File: config.mk
export PLATFORM = sky130hd
export DESIGN_NAME = uartr_top
export DESIGN_NICKNAME = d
export VERILOG_FILES = /design/src/hw/uartr_pkg.sv /design/src/hw/uartr_top.sv
export SDC_FILE = /design/constraint.sdc
export NUM_CORES = 2
export LEC_CHECK = 0
export BUFFER_PORTS_ARGS = -buffer_cell sky130_fd_sc_hd__buf_4
export CORE_MARGIN = 2
export CORE_UTILIZATION = 30
export CTS_CLUSTER_DIAMETER = 100
export DETAILED_ROUTE_END_ITERATION = 6
export PLACE_DENSITY = 0.42
export SYNTH_ARGS = -nofsm -noshare
export SYNTH_HDL_FRONTEND = slang
export SYNTH_SLANG_ARGS = --single-unit
export TNS_END_PERCENT = 10
File: constraint.sdc
create_clock -name clock -period 82.7 [get_ports clock]
set_input_delay 0 -clock clock [delete_from_list [all_inputs] [get_ports clock]]
set_output_delay 0 -clock clock [all_outputs]
set_load 0.005 [all_outputs]
File: src/hw/uartr_pkg.sv
// Purpose: Shared constants for the serial transceiver register block
// Assumes: 32-bit AHB-Lite register bus, one clock domain
// Notes: Offsets are byte addresses within the block's 4 KiB window
package uartr_pkg;
  // Task, event and register offsets
  localparam logic [11:0] OFF_RX_START = 12'h000;
  localparam logic [11:0] OFF_RX_STOP = 12'h004;
  localparam logic [11:0] OFF_TX_START = 12'h008;
  localparam logic [11:0] OFF_TX_STOP = 12'h00c;
  localparam logic [11:0] OFF_EV_RXBYTE = 12'h108;
  localparam logic [11:0] OFF_EV_TXSENT = 12'h11c;
  localparam logic [11:0] OFF_EV_ERROR = 12'h124;
  localparam logic [11:0] OFF_EV_RECEIVE_TIMEOUT_EVENT = 12'h144;
  localparam logic [11:0] OFF_IRQ_SET = 12'h304;
  localparam logic [11:0] OFF_IRQ_CLR = 12'h308;
  localparam logic [11:0] OFF_ERR_CAUSE = 12'h480;
  localparam logic [11:0] OFF_ENABLE = 12'h500;
  localparam logic [11:0] OFF_PSEL_RTS = 12'h508;
  localparam logic [11:0] OFF_PSEL_TXD = 12'h50c;
  localparam logic [11:0] OFF_PSEL_CTS = 12'h510;
  localparam logic [11:0] OFF_PSEL_RXD = 12'h514;
  localparam logic [11:0] OFF_RX_BYTE = 12'h518;
  localparam logic [11:0] OFF_TX_BYTE = 12'h51c;
  localparam logic [11:0] OFF_BAUD = 12'h524;
  localparam logic [11:0] OFF_CONFIG = 12'h56c;
  // Interrupt enable bit of each event
  localparam int EVB_RXBYTE = 2;
  localparam int EVB_TXSENT = 7;
  localparam int EVB_ERROR = 9;
  localparam int EVB_RECEIVE_TIMEOUT_EVENT = 17;
  // Error cause bits
  localparam int ERB_OVERRUN = 0;
  localparam int ERB_PARITY = 1;
  localparam int ERB_FRAMING = 2;
  localparam int ERB_BREAK = 3;
  // Field values and reset values
  localparam logic [3:0] ENABLE_ON = 4'h4;
  localparam logic [3:0] ENABLE_RST = 4'h0;
  localparam logic [31:0] PSEL_NONE = 32'hffffffff;
  localparam logic [31:0] BAUD_RST = 32'h04000000;
  localparam logic [3:0] CONFIG_RST = 4'h0;
  localparam logic [2:0] PARITY_ON = 3'h7;
  localparam int CFG_FLOW = 0;
  // Receive queue and flow control figures
  localparam int RXQ_DEPTH = 6;
  localparam int RXQ_ROOM_LOW = 4;
  localparam int STOP_BYTE_TIMES = 4;
  localparam int FRAME_BITS_PLAIN = 10;
  localparam int FRAME_BITS_PAR = 11;
  localparam int CLK_RATE_HZ = 200_000_000;
endpackage

File: src/hw/uartr_top.sv
// Purpose: Serial transceiver with AHB-Lite registers and pin routing
// Assumes: Pins arrive unsynchronised, lines idle high, one stop bit
// Notes: Data phase always takes one wait state, response always OKAY
`timescale 1ns/1ps
module uartr_top
  import uartr_pkg::*;
#(
  parameter int CLK_HZ = CLK_RATE_HZ
) (
  input wire logic clock,
  input wire logic rst,
  input wire logic hsel,
  input wire logic [31:0] haddr,
  input wire logic [1:0] htrans,
  input wire logic hwrite,
  input wire logic [2:0] hsize,
  input wire logic [31:0] hwdata,
  input wire logic hready,
  input wire logic [31:0] pin_in,
  output logic [31:0] hrdata,
  output logic hreadyout,
  output logic hresp,
  output logic [31:0] pin_out,
  output logic [31:0] pin_oe,
  output logic irq
);
  typedef enum logic [2:0] {
    UARTR_IDLE, UARTR_START, UARTR_DATA, UARTR_PAR, UARTR_STOP
  } uartr_bit_t;

  // Rate code to baud; unknown codes fall back to 250 kbaud
  function automatic int uartr_rate(input logic [31:0] code);
    case (code)
      32'h0004f000: uartr_rate = 1200;
      32'h0009d000: uartr_rate = 2400;
      32'h0013b000: uartr_rate = 4800;
      32'h00275000: uartr_rate = 9600;
      32'h003b0000: uartr_rate = 14400;
      32'h004ea000: uartr_rate = 19200;
      32'h0075f000: uartr_rate = 28800;
      32'h009d5000: uartr_rate = 38400;
      32'h00ebf000: uartr_rate = 57600;
      32'h013a9000: uartr_rate = 76800;
      32'h01d7e000: uartr_rate = 115200;
      32'h03afb000: uartr_rate = 230400;
      32'h04000000: uartr_rate = 250000;
      32'h075f7000: uartr_rate = 460800;
      32'h0ebedfa4: uartr_rate = 921600;
      32'h10000000: uartr_rate = 1000000;
      default: uartr_rate = 250000;
    endcase
  endfunction

  // Selected pin value, or idle level when not routed
  function automatic logic uartr_pick(input logic [31:0] sel,
                                      input logic [31:0] pins,
                                      input logic idle);
    if (sel[31:5] != 27'h0) begin
      uartr_pick = idle;
    end else begin
      uartr_pick = pins[sel[4:0]];
    end
  endfunction

  logic dph_r, wr_r, wr_en, rd_en;
  logic [11:0] addr_r;
  logic [31:0] rd_nxt;
  logic [3:0] enable_r, config_r, err_r, err_set;
  logic [31:0] psel_r [4];
  logic [31:0] baud_r, inten_r, evt_r, evt_set;
  logic [31:0] pin_s1_r, pin_s2_r;
  logic [17:0] div_r;
  logic uart_on, par_on, flow_on, rxd_line, cts_line, cts_ok;
  logic [21:0] frame_cyc;
  logic [23:0] to_load;
  logic [7:0] tx_buf_r, tx_sh_r;
  logic tx_pend_r, tx_run_r, txd_r, tx_par_r, tx_go;
  uartr_bit_t tx_st_r, rx_st_r;
  logic [17:0] tx_cnt_r, rx_cnt_r;
  logic [2:0] tx_bit_r, rx_bit_r;
  logic rx_on_r, rx_stop_r, rx_par_r, rx_push, rx_pop, rts_hold_r;
  logic [7:0] rx_sh_r, rxd_r;
  logic rxd_valid_r, rx_read, rxd_prev_r;
  logic [23:0] to_cnt_r;
  logic [21:0] low_cnt_r;
  logic [7:0] rxq_mem [RXQ_DEPTH];
  logic [2:0] rxq_wp_r, rxq_rp_r, rxq_cnt_r;

  // Address phase taken on hready; one wait state in the data phase
  always_ff @(posedge clock or posedge rst) begin
    if (rst) begin
      dph_r <= 1'b0;
      wr_r <= 1'b0;
      addr_r <= 12'h000;
      hreadyout <= 1'b1;
      hresp <= 1'b0;
    end else begin
      dph_r <= hsel && htrans[1] && hready;
      hreadyout <= !(hsel && htrans[1] && hready);
      hresp <= 1'b0;
      if (hsel && htrans[1] && hready) begin
        wr_r <= hwrite;
        addr_r <= haddr[11:0];
      end
    end
  end
  assign wr_en = dph_r && wr_r;
  assign rd_en = dph_r && !wr_r;
  assign rx_read = rd_en && addr_r == OFF_RX_BYTE;

  // Read mux; unmapped and write-only locations read zero
  always_comb begin
    rd_nxt = 32'h0;
    if (addr_r == OFF_EV_RXBYTE) begin
      rd_nxt = {31'h0, evt_r[EVB_RXBYTE]};
    end else if (addr_r == OFF_EV_TXSENT) begin
      rd_nxt = {31'h0, evt_r[EVB_TXSENT]};
    end else if (addr_r == OFF_EV_ERROR) begin
      rd_nxt = {31'h0, evt_r[EVB_ERROR]};
    end else if (addr_r == OFF_EV_RECEIVE_TIMEOUT_EVENT) begin
      rd_nxt = {31'h0, evt_r[EVB_RECEIVE_TIMEOUT_EVENT]};
    end else if (addr_r == OFF_IRQ_SET || addr_r == OFF_IRQ_CLR) begin
      rd_nxt = inten_r;
    end else if (addr_r == OFF_ERR_CAUSE) begin
      rd_nxt = {28'h0, err_r};
    end else if (addr_r == OFF_ENABLE) begin
      rd_nxt = {28'h0, enable_r};
    end else if (addr_r == OFF_PSEL_RTS) begin
      rd_nxt = psel_r[0];
    end else if (addr_r == OFF_PSEL_TXD) begin
      rd_nxt = psel_r[1];
    end else if (addr_r == OFF_PSEL_CTS) begin
      rd_nxt = psel_r[2];
    end else if (addr_r == OFF_PSEL_RXD) begin
      rd_nxt = psel_r[3];
    end else if (addr_r == OFF_RX_BYTE) begin
      rd_nxt = {24'h0, rxd_r};
    end else if (addr_r == OFF_BAUD) begin
      rd_nxt = baud_r;
    end else if (addr_r == OFF_CONFIG) begin
      rd_nxt = {28'h0, config_r};
    end
  end

  // Read data held until the next read completes
  always_ff @(posedge clock or posedge rst) begin
    if (rst) begin
      hrdata <= 32'h0;
    end else if (rd_en) begin
      hrdata <= rd_nxt;
    end
  end

  // Plain configuration registers
  always_ff @(posedge clock or posedge rst) begin
    if (rst) begin
      enable_r <= ENABLE_RST;
      config_r <= CONFIG_RST;
      baud_r <= BAUD_RST;
      for (int i = 0; i < 4; i++) begin
        psel_r[i] <= PSEL_NONE;
      end
    end else if (wr_en) begin
      if (addr_r == OFF_ENABLE) begin
        enable_r <= hwdata[3:0];
      end else if (addr_r == OFF_CONFIG) begin
        config_r <= hwdata[3:0];
      end else if (addr_r == OFF_BAUD) begin
        baud_r <= hwdata;
      end else if (addr_r == OFF_PSEL_RTS) begin
        psel_r[0] <= hwdata;
      end else if (addr_r == OFF_PSEL_TXD) begin
        psel_r[1] <= hwdata;
      end else if (addr_r == OFF_PSEL_CTS) begin
        psel_r[2] <= hwdata;
      end else if (addr_r == OFF_PSEL_RXD) begin
        psel_r[3] <= hwdata;
      end
    end
  end
  assign uart_on = enable_r == ENABLE_ON;
  assign par_on = config_r[3:1] == PARITY_ON;
  assign flow_on = config_r[CFG_FLOW];

  // Bit period from the rate table, registered to keep the divide off paths
  always_ff @(posedge clock or posedge rst) begin
    if (rst) begin
      div_r <= 18'(CLK_HZ / 250000);
    end else begin
      div_r <= 18'(CLK_HZ / uartr_rate(baud_r));
    end
  end
  assign frame_cyc = 22'(div_r * (par_on ? FRAME_BITS_PAR :
                                  FRAME_BITS_PLAIN));
  assign to_load = 24'(frame_cyc * STOP_BYTE_TIMES);

  // Two-flop synchroniser for every pin before routing
  always_ff @(posedge clock or posedge rst) begin
    if (rst) begin
      pin_s1_r <= 32'hffffffff;
      pin_s2_r <= 32'hffffffff;
    end else begin
      pin_s1_r <= pin_in;
      pin_s2_r <= pin_s1_r;
    end
  end
  // Unrouted CTS reads active so sending is never blocked by it
  assign rxd_line = uartr_pick(psel_r[3], pin_s2_r, 1'b1);
  assign cts_line = uartr_pick(psel_r[2], pin_s2_r, 1'b0);
  assign cts_ok = !flow_on || !cts_line;

  // Output routing; RTS is active low and idles high
  generate
    for (genvar g = 0; g < 32; g++) begin : g_pin
      always_ff @(posedge clock or posedge rst) begin
        if (rst) begin
          pin_out[g] <= 1'b1;
          pin_oe[g] <= 1'b0;
        end else if (uart_on && psel_r[1] == 32'(g)) begin
          pin_out[g] <= txd_r;
          pin_oe[g] <= 1'b1;
        end else if (uart_on && psel_r[0] == 32'(g)) begin
          pin_out[g] <= !(rx_on_r && (!flow_on || !rts_hold_r));
          pin_oe[g] <= 1'b1;
        end else begin
          pin_out[g] <= 1'b1;
          pin_oe[g] <= 1'b0;
        end
      end
    end
  endgenerate

  // Transmitter: a new frame starts only on a byte boundary
  assign tx_go = uart_on && tx_run_r && tx_pend_r && cts_ok &&
                 tx_st_r == UARTR_IDLE;
  always_ff @(posedge clock or posedge rst) begin
    if (rst) begin
      tx_run_r <= 1'b0;
      tx_pend_r <= 1'b0;
      tx_buf_r <= 8'h00;
    end else begin
      if (wr_en && addr_r == OFF_TX_START) begin
        tx_run_r <= 1'b1;
      end else if (wr_en && addr_r == OFF_TX_STOP) begin
        tx_run_r <= 1'b0;
      end
      if (wr_en && addr_r == OFF_TX_BYTE) begin
        tx_buf_r <= hwdata[7:0];
        tx_pend_r <= 1'b1;
      end else if (tx_go || (wr_en && addr_r == OFF_TX_STOP)) begin
        tx_pend_r <= 1'b0;
      end
    end
  end

  // Transmit shifter; stop task aborts the frame at once
  always_ff @(posedge clock or posedge rst) begin
    if (rst) begin
      tx_st_r <= UARTR_IDLE;
      tx_cnt_r <= 18'h0;
      tx_bit_r <= 3'h0;
      tx_sh_r <= 8'h00;
      tx_par_r <= 1'b0;
      txd_r <= 1'b1;
    end else if (!uart_on || (wr_en && addr_r == OFF_TX_STOP)) begin
      tx_st_r <= UARTR_IDLE;
      txd_r <= 1'b1;
    end else if (tx_go) begin
      tx_st_r <= UARTR_START;
      tx_sh_r <= tx_buf_r;
      tx_par_r <= ^tx_buf_r; // Even parity
      tx_cnt_r <= div_r - 18'h1;
      txd_r <= 1'b0;
    end else if (tx_st_r != UARTR_IDLE && tx_cnt_r != 18'h0) begin
      tx_cnt_r <= tx_cnt_r - 18'h1;
    end else begin
      tx_cnt_r <= div_r - 18'h1;
      case (tx_st_r)
        UARTR_START: begin
          tx_st_r <= UARTR_DATA;
          tx_bit_r <= 3'h0;
          txd_r <= tx_sh_r[0];
        end
        UARTR_DATA: begin
          tx_bit_r <= tx_bit_r + 3'h1;
          if (tx_bit_r == 3'h7) begin
            tx_st_r <= par_on ? UARTR_PAR : UARTR_STOP;
            txd_r <= par_on ? tx_par_r : 1'b1;
          end else begin
            txd_r <= tx_sh_r[tx_bit_r + 3'h1];
          end
        end
        UARTR_PAR: begin
          tx_st_r <= UARTR_STOP;
          txd_r <= 1'b1;
        end
        default: begin
          tx_st_r <= UARTR_IDLE;
          txd_r <= 1'b1;
        end
      endcase
    end
  end

  // Receiver run state and post-stop window of four byte-times
  always_ff @(posedge clock or posedge rst) begin
    if (rst) begin
      rx_on_r <= 1'b0;
      rx_stop_r <= 1'b0;
      to_cnt_r <= 24'h0;
    end else if (wr_en && addr_r == OFF_RX_START) begin
      rx_on_r <= 1'b1;
      rx_stop_r <= 1'b0;
    end else if (wr_en && addr_r == OFF_RX_STOP) begin
      rx_on_r <= 1'b0;
      rx_stop_r <= 1'b1;
      to_cnt_r <= to_load;
    end else if (rx_stop_r) begin
      to_cnt_r <= to_cnt_r - 24'h1;
      if (to_cnt_r == 24'h0) begin
        rx_stop_r <= 1'b0;
      end
    end
  end

  // Last receive line level; resets to idle high so no false edge
  always_ff @(posedge clock or posedge rst) begin
    if (rst) begin
      rxd_prev_r <= 1'b1;
    end else begin
      rxd_prev_r <= rxd_line;
    end
  end

  // Receive shifter, sampled mid-bit
  always_ff @(posedge clock or posedge rst) begin
    if (rst) begin
      rx_st_r <= UARTR_IDLE;
      rx_cnt_r <= 18'h0;
      rx_bit_r <= 3'h0;
      rx_sh_r <= 8'h00;
      rx_par_r <= 1'b0;
    end else if (!uart_on) begin
      rx_st_r <= UARTR_IDLE;
    end else if (rx_st_r == UARTR_IDLE) begin
      // Falling edge only, so a long low after a bad frame is no start
      if (rxd_prev_r && !rxd_line && (rx_on_r || rx_stop_r)) begin
        rx_st_r <= UARTR_START;
        rx_cnt_r <= div_r >> 1;
      end
    end else if (rx_cnt_r != 18'h0) begin
      rx_cnt_r <= rx_cnt_r - 18'h1;
    end else begin
      rx_cnt_r <= div_r - 18'h1;
      case (rx_st_r)
        UARTR_START: begin
          rx_st_r <= rxd_line ? UARTR_IDLE : UARTR_DATA;
          rx_bit_r <= 3'h0;
        end
        UARTR_DATA: begin
          rx_sh_r <= {rxd_line, rx_sh_r[7:1]}; // LSB first
          rx_bit_r <= rx_bit_r + 3'h1;
          if (rx_bit_r == 3'h7) begin
            rx_st_r <= par_on ? UARTR_PAR : UARTR_STOP;
          end
        end
        UARTR_PAR: begin
          rx_par_r <= rxd_line;
          rx_st_r <= UARTR_STOP;
        end
        default: begin
          rx_st_r <= UARTR_IDLE;
        end
      endcase
    end
  end
  // Byte complete at the stop-bit sample, kept even when flawed
  assign rx_push = uart_on && rx_st_r == UARTR_STOP && rx_cnt_r == 18'h0;
  assign rx_pop = !rxd_valid_r && rxq_cnt_r != 3'h0;

  // Six-deep receive queue feeding the receive byte register
  always_ff @(posedge clock or posedge rst) begin
    if (rst) begin
      rxq_wp_r <= 3'h0;
      rxq_rp_r <= 3'h0;
      rxq_cnt_r <= 3'h0;
      rxd_r <= 8'h00;
      rxd_valid_r <= 1'b0;
    end else begin
      if (rx_push && rxq_cnt_r != 3'(RXQ_DEPTH)) begin
        rxq_wp_r <= (rxq_wp_r == 3'(RXQ_DEPTH - 1)) ? 3'h0 :
                    rxq_wp_r + 3'h1;
      end
      if (rx_pop) begin
        rxd_r <= rxq_mem[rxq_rp_r];
        rxq_rp_r <= (rxq_rp_r == 3'(RXQ_DEPTH - 1)) ? 3'h0 :
                    rxq_rp_r + 3'h1;
      end
      rxq_cnt_r <= rxq_cnt_r
                 + 3'(rx_push && rxq_cnt_r != 3'(RXQ_DEPTH))
                 - 3'(rx_pop);
      if (rx_pop) begin
        rxd_valid_r <= 1'b1;
      end else if (rx_read) begin
        rxd_valid_r <= 1'b0;
      end
    end
  end

  // Queue storage carries no reset
  always_ff @(posedge clock) begin
    if (rx_push && rxq_cnt_r != 3'(RXQ_DEPTH)) begin
      rxq_mem[rxq_wp_r] <= rx_sh_r;
    end
  end

  // RTS drops at four free slots and returns only once all is read
  always_ff @(posedge clock or posedge rst) begin
    if (rst) begin
      rts_hold_r <= 1'b0;
    end else if (rxq_cnt_r >= 3'(RXQ_DEPTH - RXQ_ROOM_LOW)) begin
      rts_hold_r <= 1'b1;
    end else if (rxq_cnt_r == 3'h0 && !rxd_valid_r) begin
      rts_hold_r <= 1'b0;
    end
  end

  // Break: line low for longer than one whole frame, flagged once
  always_ff @(posedge clock or posedge rst) begin
    if (rst) begin
      low_cnt_r <= 22'h0;
    end else if (!uart_on || rxd_line) begin
      low_cnt_r <= 22'h0;
    end else if (low_cnt_r <= frame_cyc) begin
      low_cnt_r <= low_cnt_r + 22'h1;
    end
  end

  // Error sources found this cycle
  always_comb begin
    err_set = 4'h0;
    err_set[ERB_OVERRUN] = rx_push && rxq_cnt_r == 3'(RXQ_DEPTH);
    err_set[ERB_PARITY] = rx_push && par_on &&
                          (rx_par_r != ^rx_sh_r);
    err_set[ERB_FRAMING] = rx_push && !rxd_line;
    err_set[ERB_BREAK] = uart_on && !rxd_line &&
                         low_cnt_r == frame_cyc;
  end

  // Error causes; a new cause beats a write-one clear
  always_ff @(posedge clock or posedge rst) begin
    if (rst) begin
      err_r <= 4'h0;
    end else if (wr_en && addr_r == OFF_ERR_CAUSE) begin
      err_r <= (err_r & ~hwdata[3:0]) | err_set;
    end else begin
      err_r <= err_r | err_set;
    end
  end

  // Event sources
  always_comb begin
    evt_set = 32'h0;
    evt_set[EVB_RXBYTE] = rx_pop;
    evt_set[EVB_TXSENT] = uart_on && tx_st_r == UARTR_STOP &&
                          tx_cnt_r == 18'h0;
    evt_set[EVB_ERROR] = |err_set;
    evt_set[EVB_RECEIVE_TIMEOUT_EVENT] = rx_stop_r && to_cnt_r == 24'h0 &&
                        !(wr_en && addr_r == OFF_RX_START);
  end

  // Sticky events, cleared by writing one; a new event wins
  always_ff @(posedge clock or posedge rst) begin
    if (rst) begin
      evt_r <= 32'h0;
    end else begin
      for (int i = 0; i < 32; i++) begin
        if (evt_set[i]) begin
          evt_r[i] <= 1'b1;
        end else if (wr_en && hwdata[0] &&
                     ((i == EVB_RXBYTE && addr_r == OFF_EV_RXBYTE) ||
                      (i == EVB_TXSENT && addr_r == OFF_EV_TXSENT) ||
                      (i == EVB_ERROR && addr_r == OFF_EV_ERROR) ||
                      (i == EVB_RECEIVE_TIMEOUT_EVENT && addr_r == OFF_EV_RECEIVE_TIMEOUT_EVENT))) begin
          evt_r[i] <= 1'b0;
        end
      end
    end
  end

  // Interrupt enables through set and clear views, then the level irq
  always_ff @(posedge clock or posedge rst) begin
    if (rst) begin
      inten_r <= 32'h0;
      irq <= 1'b0;
    end else begin
      if (wr_en && addr_r == OFF_IRQ_SET) begin
        inten_r <= inten_r | hwdata;
      end else if (wr_en && addr_r == OFF_IRQ_CLR) begin
        inten_r <= inten_r & ~hwdata;
      end
      irq <= |(evt_r & inten_r);
    end
  end
endmodule

### Word-level counts from Yosys, hierarchy flattened

Memories as Yosys holds them, arrays and structs flattened. A register that Yosys moved wholly into a read port is not among the register bits.
Cells that the tools add are included.

* flip-flop bits (word level): 539
* bits in writable memories: 48
* input bits: 106
* output and inout port bits: 99
* logic and storage cells: 651
* memories: 1

Memory list
* rxq_mem: depth 6, width 8, read ports 1, clocked after Yosys merged registers in 1, write ports 1, line uartr_top.sv:86 `logic [7:0] rxq_mem [RXQ_DEPTH];`

* add/sub/neg operators: 11
* $mul: 1
* div/mod/pow operators: 1
* magnitude comparators: 5
* equality and inequality tests: 120
* mux-type cells: 211
* bitwise logic cells: 20
* reduce and logical (&&, ||, !) cells: 171

Operator list (count)
* $eq A32 B5 Y1 const B: 32
* $eq A32 B4 Y1 const B: 16
* $mux W32: 15
* $pmux W20 S15: 1
* $eq A32 B3 Y1 const B: 8
* $mux W1: 163
* $eq A32 B2 Y1 const B: 4
* $eq A12 B11 Y1 const B: 10
* $logic_and A1 B1 Y1: 105
* $mux W18: 5
* $eq A32 B1 Y1 const B: 2
* $eq A32 B22 Y1 const B: 2
* $eq A32 B23 Y1 const B: 2
* $eq A32 B24 Y1 const B: 2
* $eq A32 B25 Y1 const B: 2
* $logic_not A32 Y1: 2
* $reduce_bool A27 Y1: 2
* $sub A18 B1 Y18 const B: 3
* $eq A12 B9 Y1 const B: 4
* $mux W24: 2
* $mux W22: 2
* $logic_not A18 Y1: 2
* $mux W3: 12
* $reduce_bool A18 Y1: 2
* 63 further kinds: 140

### Logic depth before layout (Yosys ltp)

* depth after elaboration: 15
* gate-level depth with buffers: 352
* mapped depth without buffers: 321

### Worst setup path before layout

Ideal clock, no wire load.

* kind: register -> register
* from: register baud_r[26]
* to: register div_r[0]
* library setup time: 138 ps
* data arrival time: 63263 ps
* data required time: 82562 ps
* slack: 19299 ps
* cell stages (with the launch flop): 339
* buffers on the path: 34
* clock period less this slack: 63401 ps
* cells stage by stage: dfstp_2 -> clkbuf_1 -> or4_1 -> nor3_1 -> and4_1 -> nor3b_1 -> nand4_1 -> buf_6 -> o21ai_0 -> ha_1 -> o21a_1 -> o211ai_1 -> a21o_1 -> a31oi_1 -> o21ai_1 -> a21oi_1 -> inv_1 -> nor2_1 -> [... 303 more ...] -> or4_1 -> buf_4 -> mux2_1 -> ha_1 -> a21oi_1 -> nor2b_1 -> o21ai_0 -> nand2b_1 -> a21oi_1 -> nor2b_1 -> o21ai_0 -> nand2b_1 -> a21oi_1 -> o21ai_0 -> nor4b_1 -> o2111ai_1 -> nor4_1 -> nand4_1

* word-level cells in the longest chain between the ends: 3
* elaborated cells between the ends (all ways): 17
* those cells by class: 1 x div; 15 x eq/ne; 1 x mux

RTL lines
* from (decl): line uartr_top.sv:70 `logic [31:0] baud_r, inten_r, evt_r, evt_set;`
* from (signal assigned): line uartr_top.sv:169 `baud_r <= hwdata;`
* $eq A32 B29 Y1, or another cell as far along: line uartr_top.sv:33 `case (code)`
* $pmux W20 S15 *: line uartr_top.sv:33
* $div A29 B32 Y32 *: line uartr_top.sv:190 `div_r <= 18'(CLK_HZ / uartr_rate(baud_r));`
* to (signal assigned): line uartr_top.sv:188 `div_r <= 18'(CLK_HZ / 250000);`
* to (signal assigned): line uartr_top.sv:190
* to (decl): line uartr_top.sv:72 `logic [17:0] div_r;`

Mark *: on every way between the ends. The rest lies on a longest branch, timed or not.
A chain may end at the register's enable or synchronous reset.

### Worst setup path after layout

* from: register baud_r[0]
* to: register div_r[0]

Same word-level chain as after synthesis.

==> summary.txt <==
Routing
  – Vias: ~43000
  – Final ANT Viol Nets: 0
  – TritonRoute pass-1 iters: 6
  – Final wirelength: ~170000 um
  – Via density per instance: roughly 5.4
  – Post-route DRC: 0
  – Wire length per cell: around 21 um
  – 1st-iter DRT viols: slightly below 3000

Cells and area
  – Commonest non-fill, non-tap cells in the layout: nand2_1 (531), nor2_1 (498), a21oi_1 (381), ha_1 (358), o21ai_0 (347)
  – Commonest non-fill, non-tap cell in the layout: nand2_1
  – Fraction of layout cells with a size suffix above 1: between 10% and 20%
  – Layout net count: ~6300
  – Design area: approximately 0.056 mm2
  – Area growth syn-to-layout: 14.1%

Clocking
  – CTS Hold Buffers Added: between 80 and 90
  – Post-CTS setup buffer count: 0
  – Clock tree sinks: approximately 600
  – Insertion delay to the later sink of the worst-skew pair: between 600 and 700 ps
  – Clk root buf: clkbuf_16
  – Post-cts sizing count: 0
  – CTS tree: built
  – Clk pin slew, worst setup/hold paths: ~60 ps
  – CTS Buf Count: approximately 70
  – Buffer depth of the longest clock path: 3
  – H-tree depth: 3

Yosys
  – Yosys Warn Count: 0
  – Synth async-reset ratio: between 90% and 100%
  – Area leader, netlist: dfrtp_1
  – Cells after synthesis: between 5000 and 6000
  – Synth top area share: around 16%
  – Avg Synthesized Cell Area: between 8 and 9 um2
  – Post-Syn Area: about 0.049 mm2
  – Top cells by area, synth: dfrtp_1 (16%), dfstp_2 (12%), ha_1 (9.1%)
  – EDFF count, synth: 48
  – Synth Register Bits: slightly below 600
  – Sequential element share of the synthesized area: 31.4%
  – Top_reg_cell synth: dfrtp_1
  – Netlist cell types: between 100 and 150

Critical path
  – Worst EP arrival: 75950 ps
  – Critical path's slowest cell: clkinv_1
  – Most frequent cell on the critical path: a21o_1
  – Slowest stage delay, CP: between 700 and 800 ps
  – Critical Path Start Type: flop
  – Critical path endpoint category: flop
  – WP buf/inv: 25
  – Max FO, Critical Path: 27
  – WP data required: around 83000 ps
  – Setup CP Type: flop to flop
  – CP delay by family, top: compound AO/OA/AOI/OAI gates

Placement
  – Hpwl dp: around 130000 um
  – Routability cong.: approximately 0.86
  – Post-place setup slack: roughly 6900 ps
  – Placed cell area: between 0.05 and 0.06 mm2
  – IO Port Bufs: about 180

Timing
  – Min cycle time layout: 75550 ps
  – TNS Setup: 0 ps
  – Final period util: roughly 90%
  – Fin. max-slew vios: 0
  – Setup ws final: ~7000 ps
  – Worst Tran Pin Value: about 1200 ps
  – Unrepaired setup endpoints after global routing: no
  – Endpoints failing setup: 0
  – Relative slew slack: 19.8%
  – Clk_skew: between 30 and 40 ps
  – Final hold vios: 0
  – Fmax: 13.2 MHz

Pwr
  – VDD IR max: 14.5 uV
  – P per Cell Area: roughly 12 mW/mm2
  – Leakage power: ~23 nW

Global route
  – GR Overflow Total: 0
  – First-pass GRT wire length: around 260000 um
  – Tot GR Track Use: between 10% and 20%
  – Largest net degree at the start of global routing: 130
  – Number of global-route vias before repair: 42600
  – Initial antenna violation count: 7

Floorplan
  – Io pins: ~210
  – Die area: roughly 0.17 mm2
  – Site row count: 148
  – Chip height: between 400 and 500 um
  – Horiz. Die Dim: around 400 um
  – Core area: 0.163 mm2
  – Initial Utilization: a little over 30%

Outcome
  – Status: finished clean

Min path
  – Worst hold path type: input port to flop

Run
  – Max Cap Viol: 0
-- cells in the mapped netlist (21+ instances only) --
cell	n
a211oi_1	44
a21o_1	121
a21oi_1	383
a221oi_1	34
a22oi_1	36
a31oi_1	71
and2_1	56
and3_1	29
buf_1	21
clkbuf_1	174
dfrtp_1	316
dfstp_2	231
edfxtp_1	48
ha_1	358
inv_1	206
mux2_2	275
mux2i_1	30
mux4_2	30
nand2_1	531
nand2b_1	86
nand3_1	127
nand4_1	66
nor2_1	509
nor2b_1	53
nor3_1	159
nor4_1	84
o211ai_1	49
o21a_1	118
o21ai_0	348
o221ai_1	30
o22ai_1	30
o31a_1	21
o31ai_1	42
or2_2	34
or3_1	57
or4_1	31
xnor2_1	177
xor2_1	109
-- routing by layer --
metal	GRT usage, %	vias up	wire length (um)
met1	28.0	21200	81700
met2	31.4	774	75900
li1	-	21200	-
met3	2.47	189	6490
met4	4.40	4	3600
met5	0	-	21
-- cells by family (layout without fill, tap and decap cells) --
| kind of cell | after synthesis | count (layout) | share of synthesized area, % |
|---|---|---|---|
| simple gates | 1971 | 1971 | 20.1 |
| compound gates | 1587 | 1587 | 21.5 |
| flops | 595 | 595 | 31.4 |
| buf+inv | 444 | 680 | 3.61 |
| fa+ha+maj | 374 | 374 | 9.77 |
| mux | 345 | 345 | 8.55 |
| xor+xnor | 286 | 286 | 5.10 |
| other cells | 2 | 13 | 0.0153 |
-- registers in the layout (all words and copies together), names as in the netlist, 12 cells and up, named ones only --
| register | count |
|---|---|
| rx_cnt_r | 18 |
| div_r | 18 |
| addr_r | 12 |
| pin_out | 32 |
| to_cnt_r | 24 |
| low_cnt_r | 22 |
| pin_s1_r | 32 |
| pin_oe | 32 |
| rxq_mem | 48 |
| pin_s2_r | 32 |
| psel_r | 128 |
| hrdata | 32 |
| tx_cnt_r | 18 |
| baud_r | 32 |
-- report_power, final --
part	internal [mW]	total (mW)	switching (mW)
registers	0.303	0.311	0.00819
clock network	0.174	0.303	0.129
logic	0.0337	0.0833	0.0496
total	0.510	0.697	0.186
-- final cells by class --
type / instances / area (um2)
Fill cell: 17100 / 107000
Clock inverter: 23 / 243
Inverter: 218 / 830
Clock buffer: 102 / 1950
Antenna cell: 6 / 15.0
Multi-Input combinational cell: 4570 / 32100
Timing Repair Buffer: 337 / 2750
Sequential cell: 595 / 15400
Tap cell: 2175 / 2720
-- per-stage QoR --
step / power, mW / cells / hold slack [ps] / util (%)
after floorplan: 0.369 / 5609 / 4.48 / -
after global placement: 0.397 / 7811 / 109 / 32.6
after detailed placement: 0.397 / 7811 / 110 / 32.6
after CTS: 0.708 / 8020 / 0.869 / 34.5
after global routing: 0.732 / 8020 / 14.6 / 34.5
final: 0.697 / 8026 / 37.1 / 34.5
-- path summary, 6_finish.rpt --
check	startpoint	end	slack, ps	depth (start not counted)
max	baud_r[0]	div_r[0]	7150	315
min	pin_in[1]	pin_s1_r[1]	40	2
max reg2reg	baud_r[0]	div_r[0]	7150	315
min reg2reg	pin_s1_r[11]	pin_s2_r[11]	350	0
max in group asynchronous	rst	baud_r[8]	78870	7
min in group asynchronous	rst	pin_oe[6]	70	3
-- worst register-to-register path, delay by kind of cell, from the launching register on --
| family | cells | cell delay, ps |
|---|---|---|
| flops | 1 | 400 |
| mux | 7 | 2870 |
| buf+inv | 25 | 6800 |
| compound gates | 170 | 38020 |
| simple gates | 91 | 19920 |
| fa+ha+maj | 22 | 7320 |
Note: power is estimated with default switching activity, not from simulation.
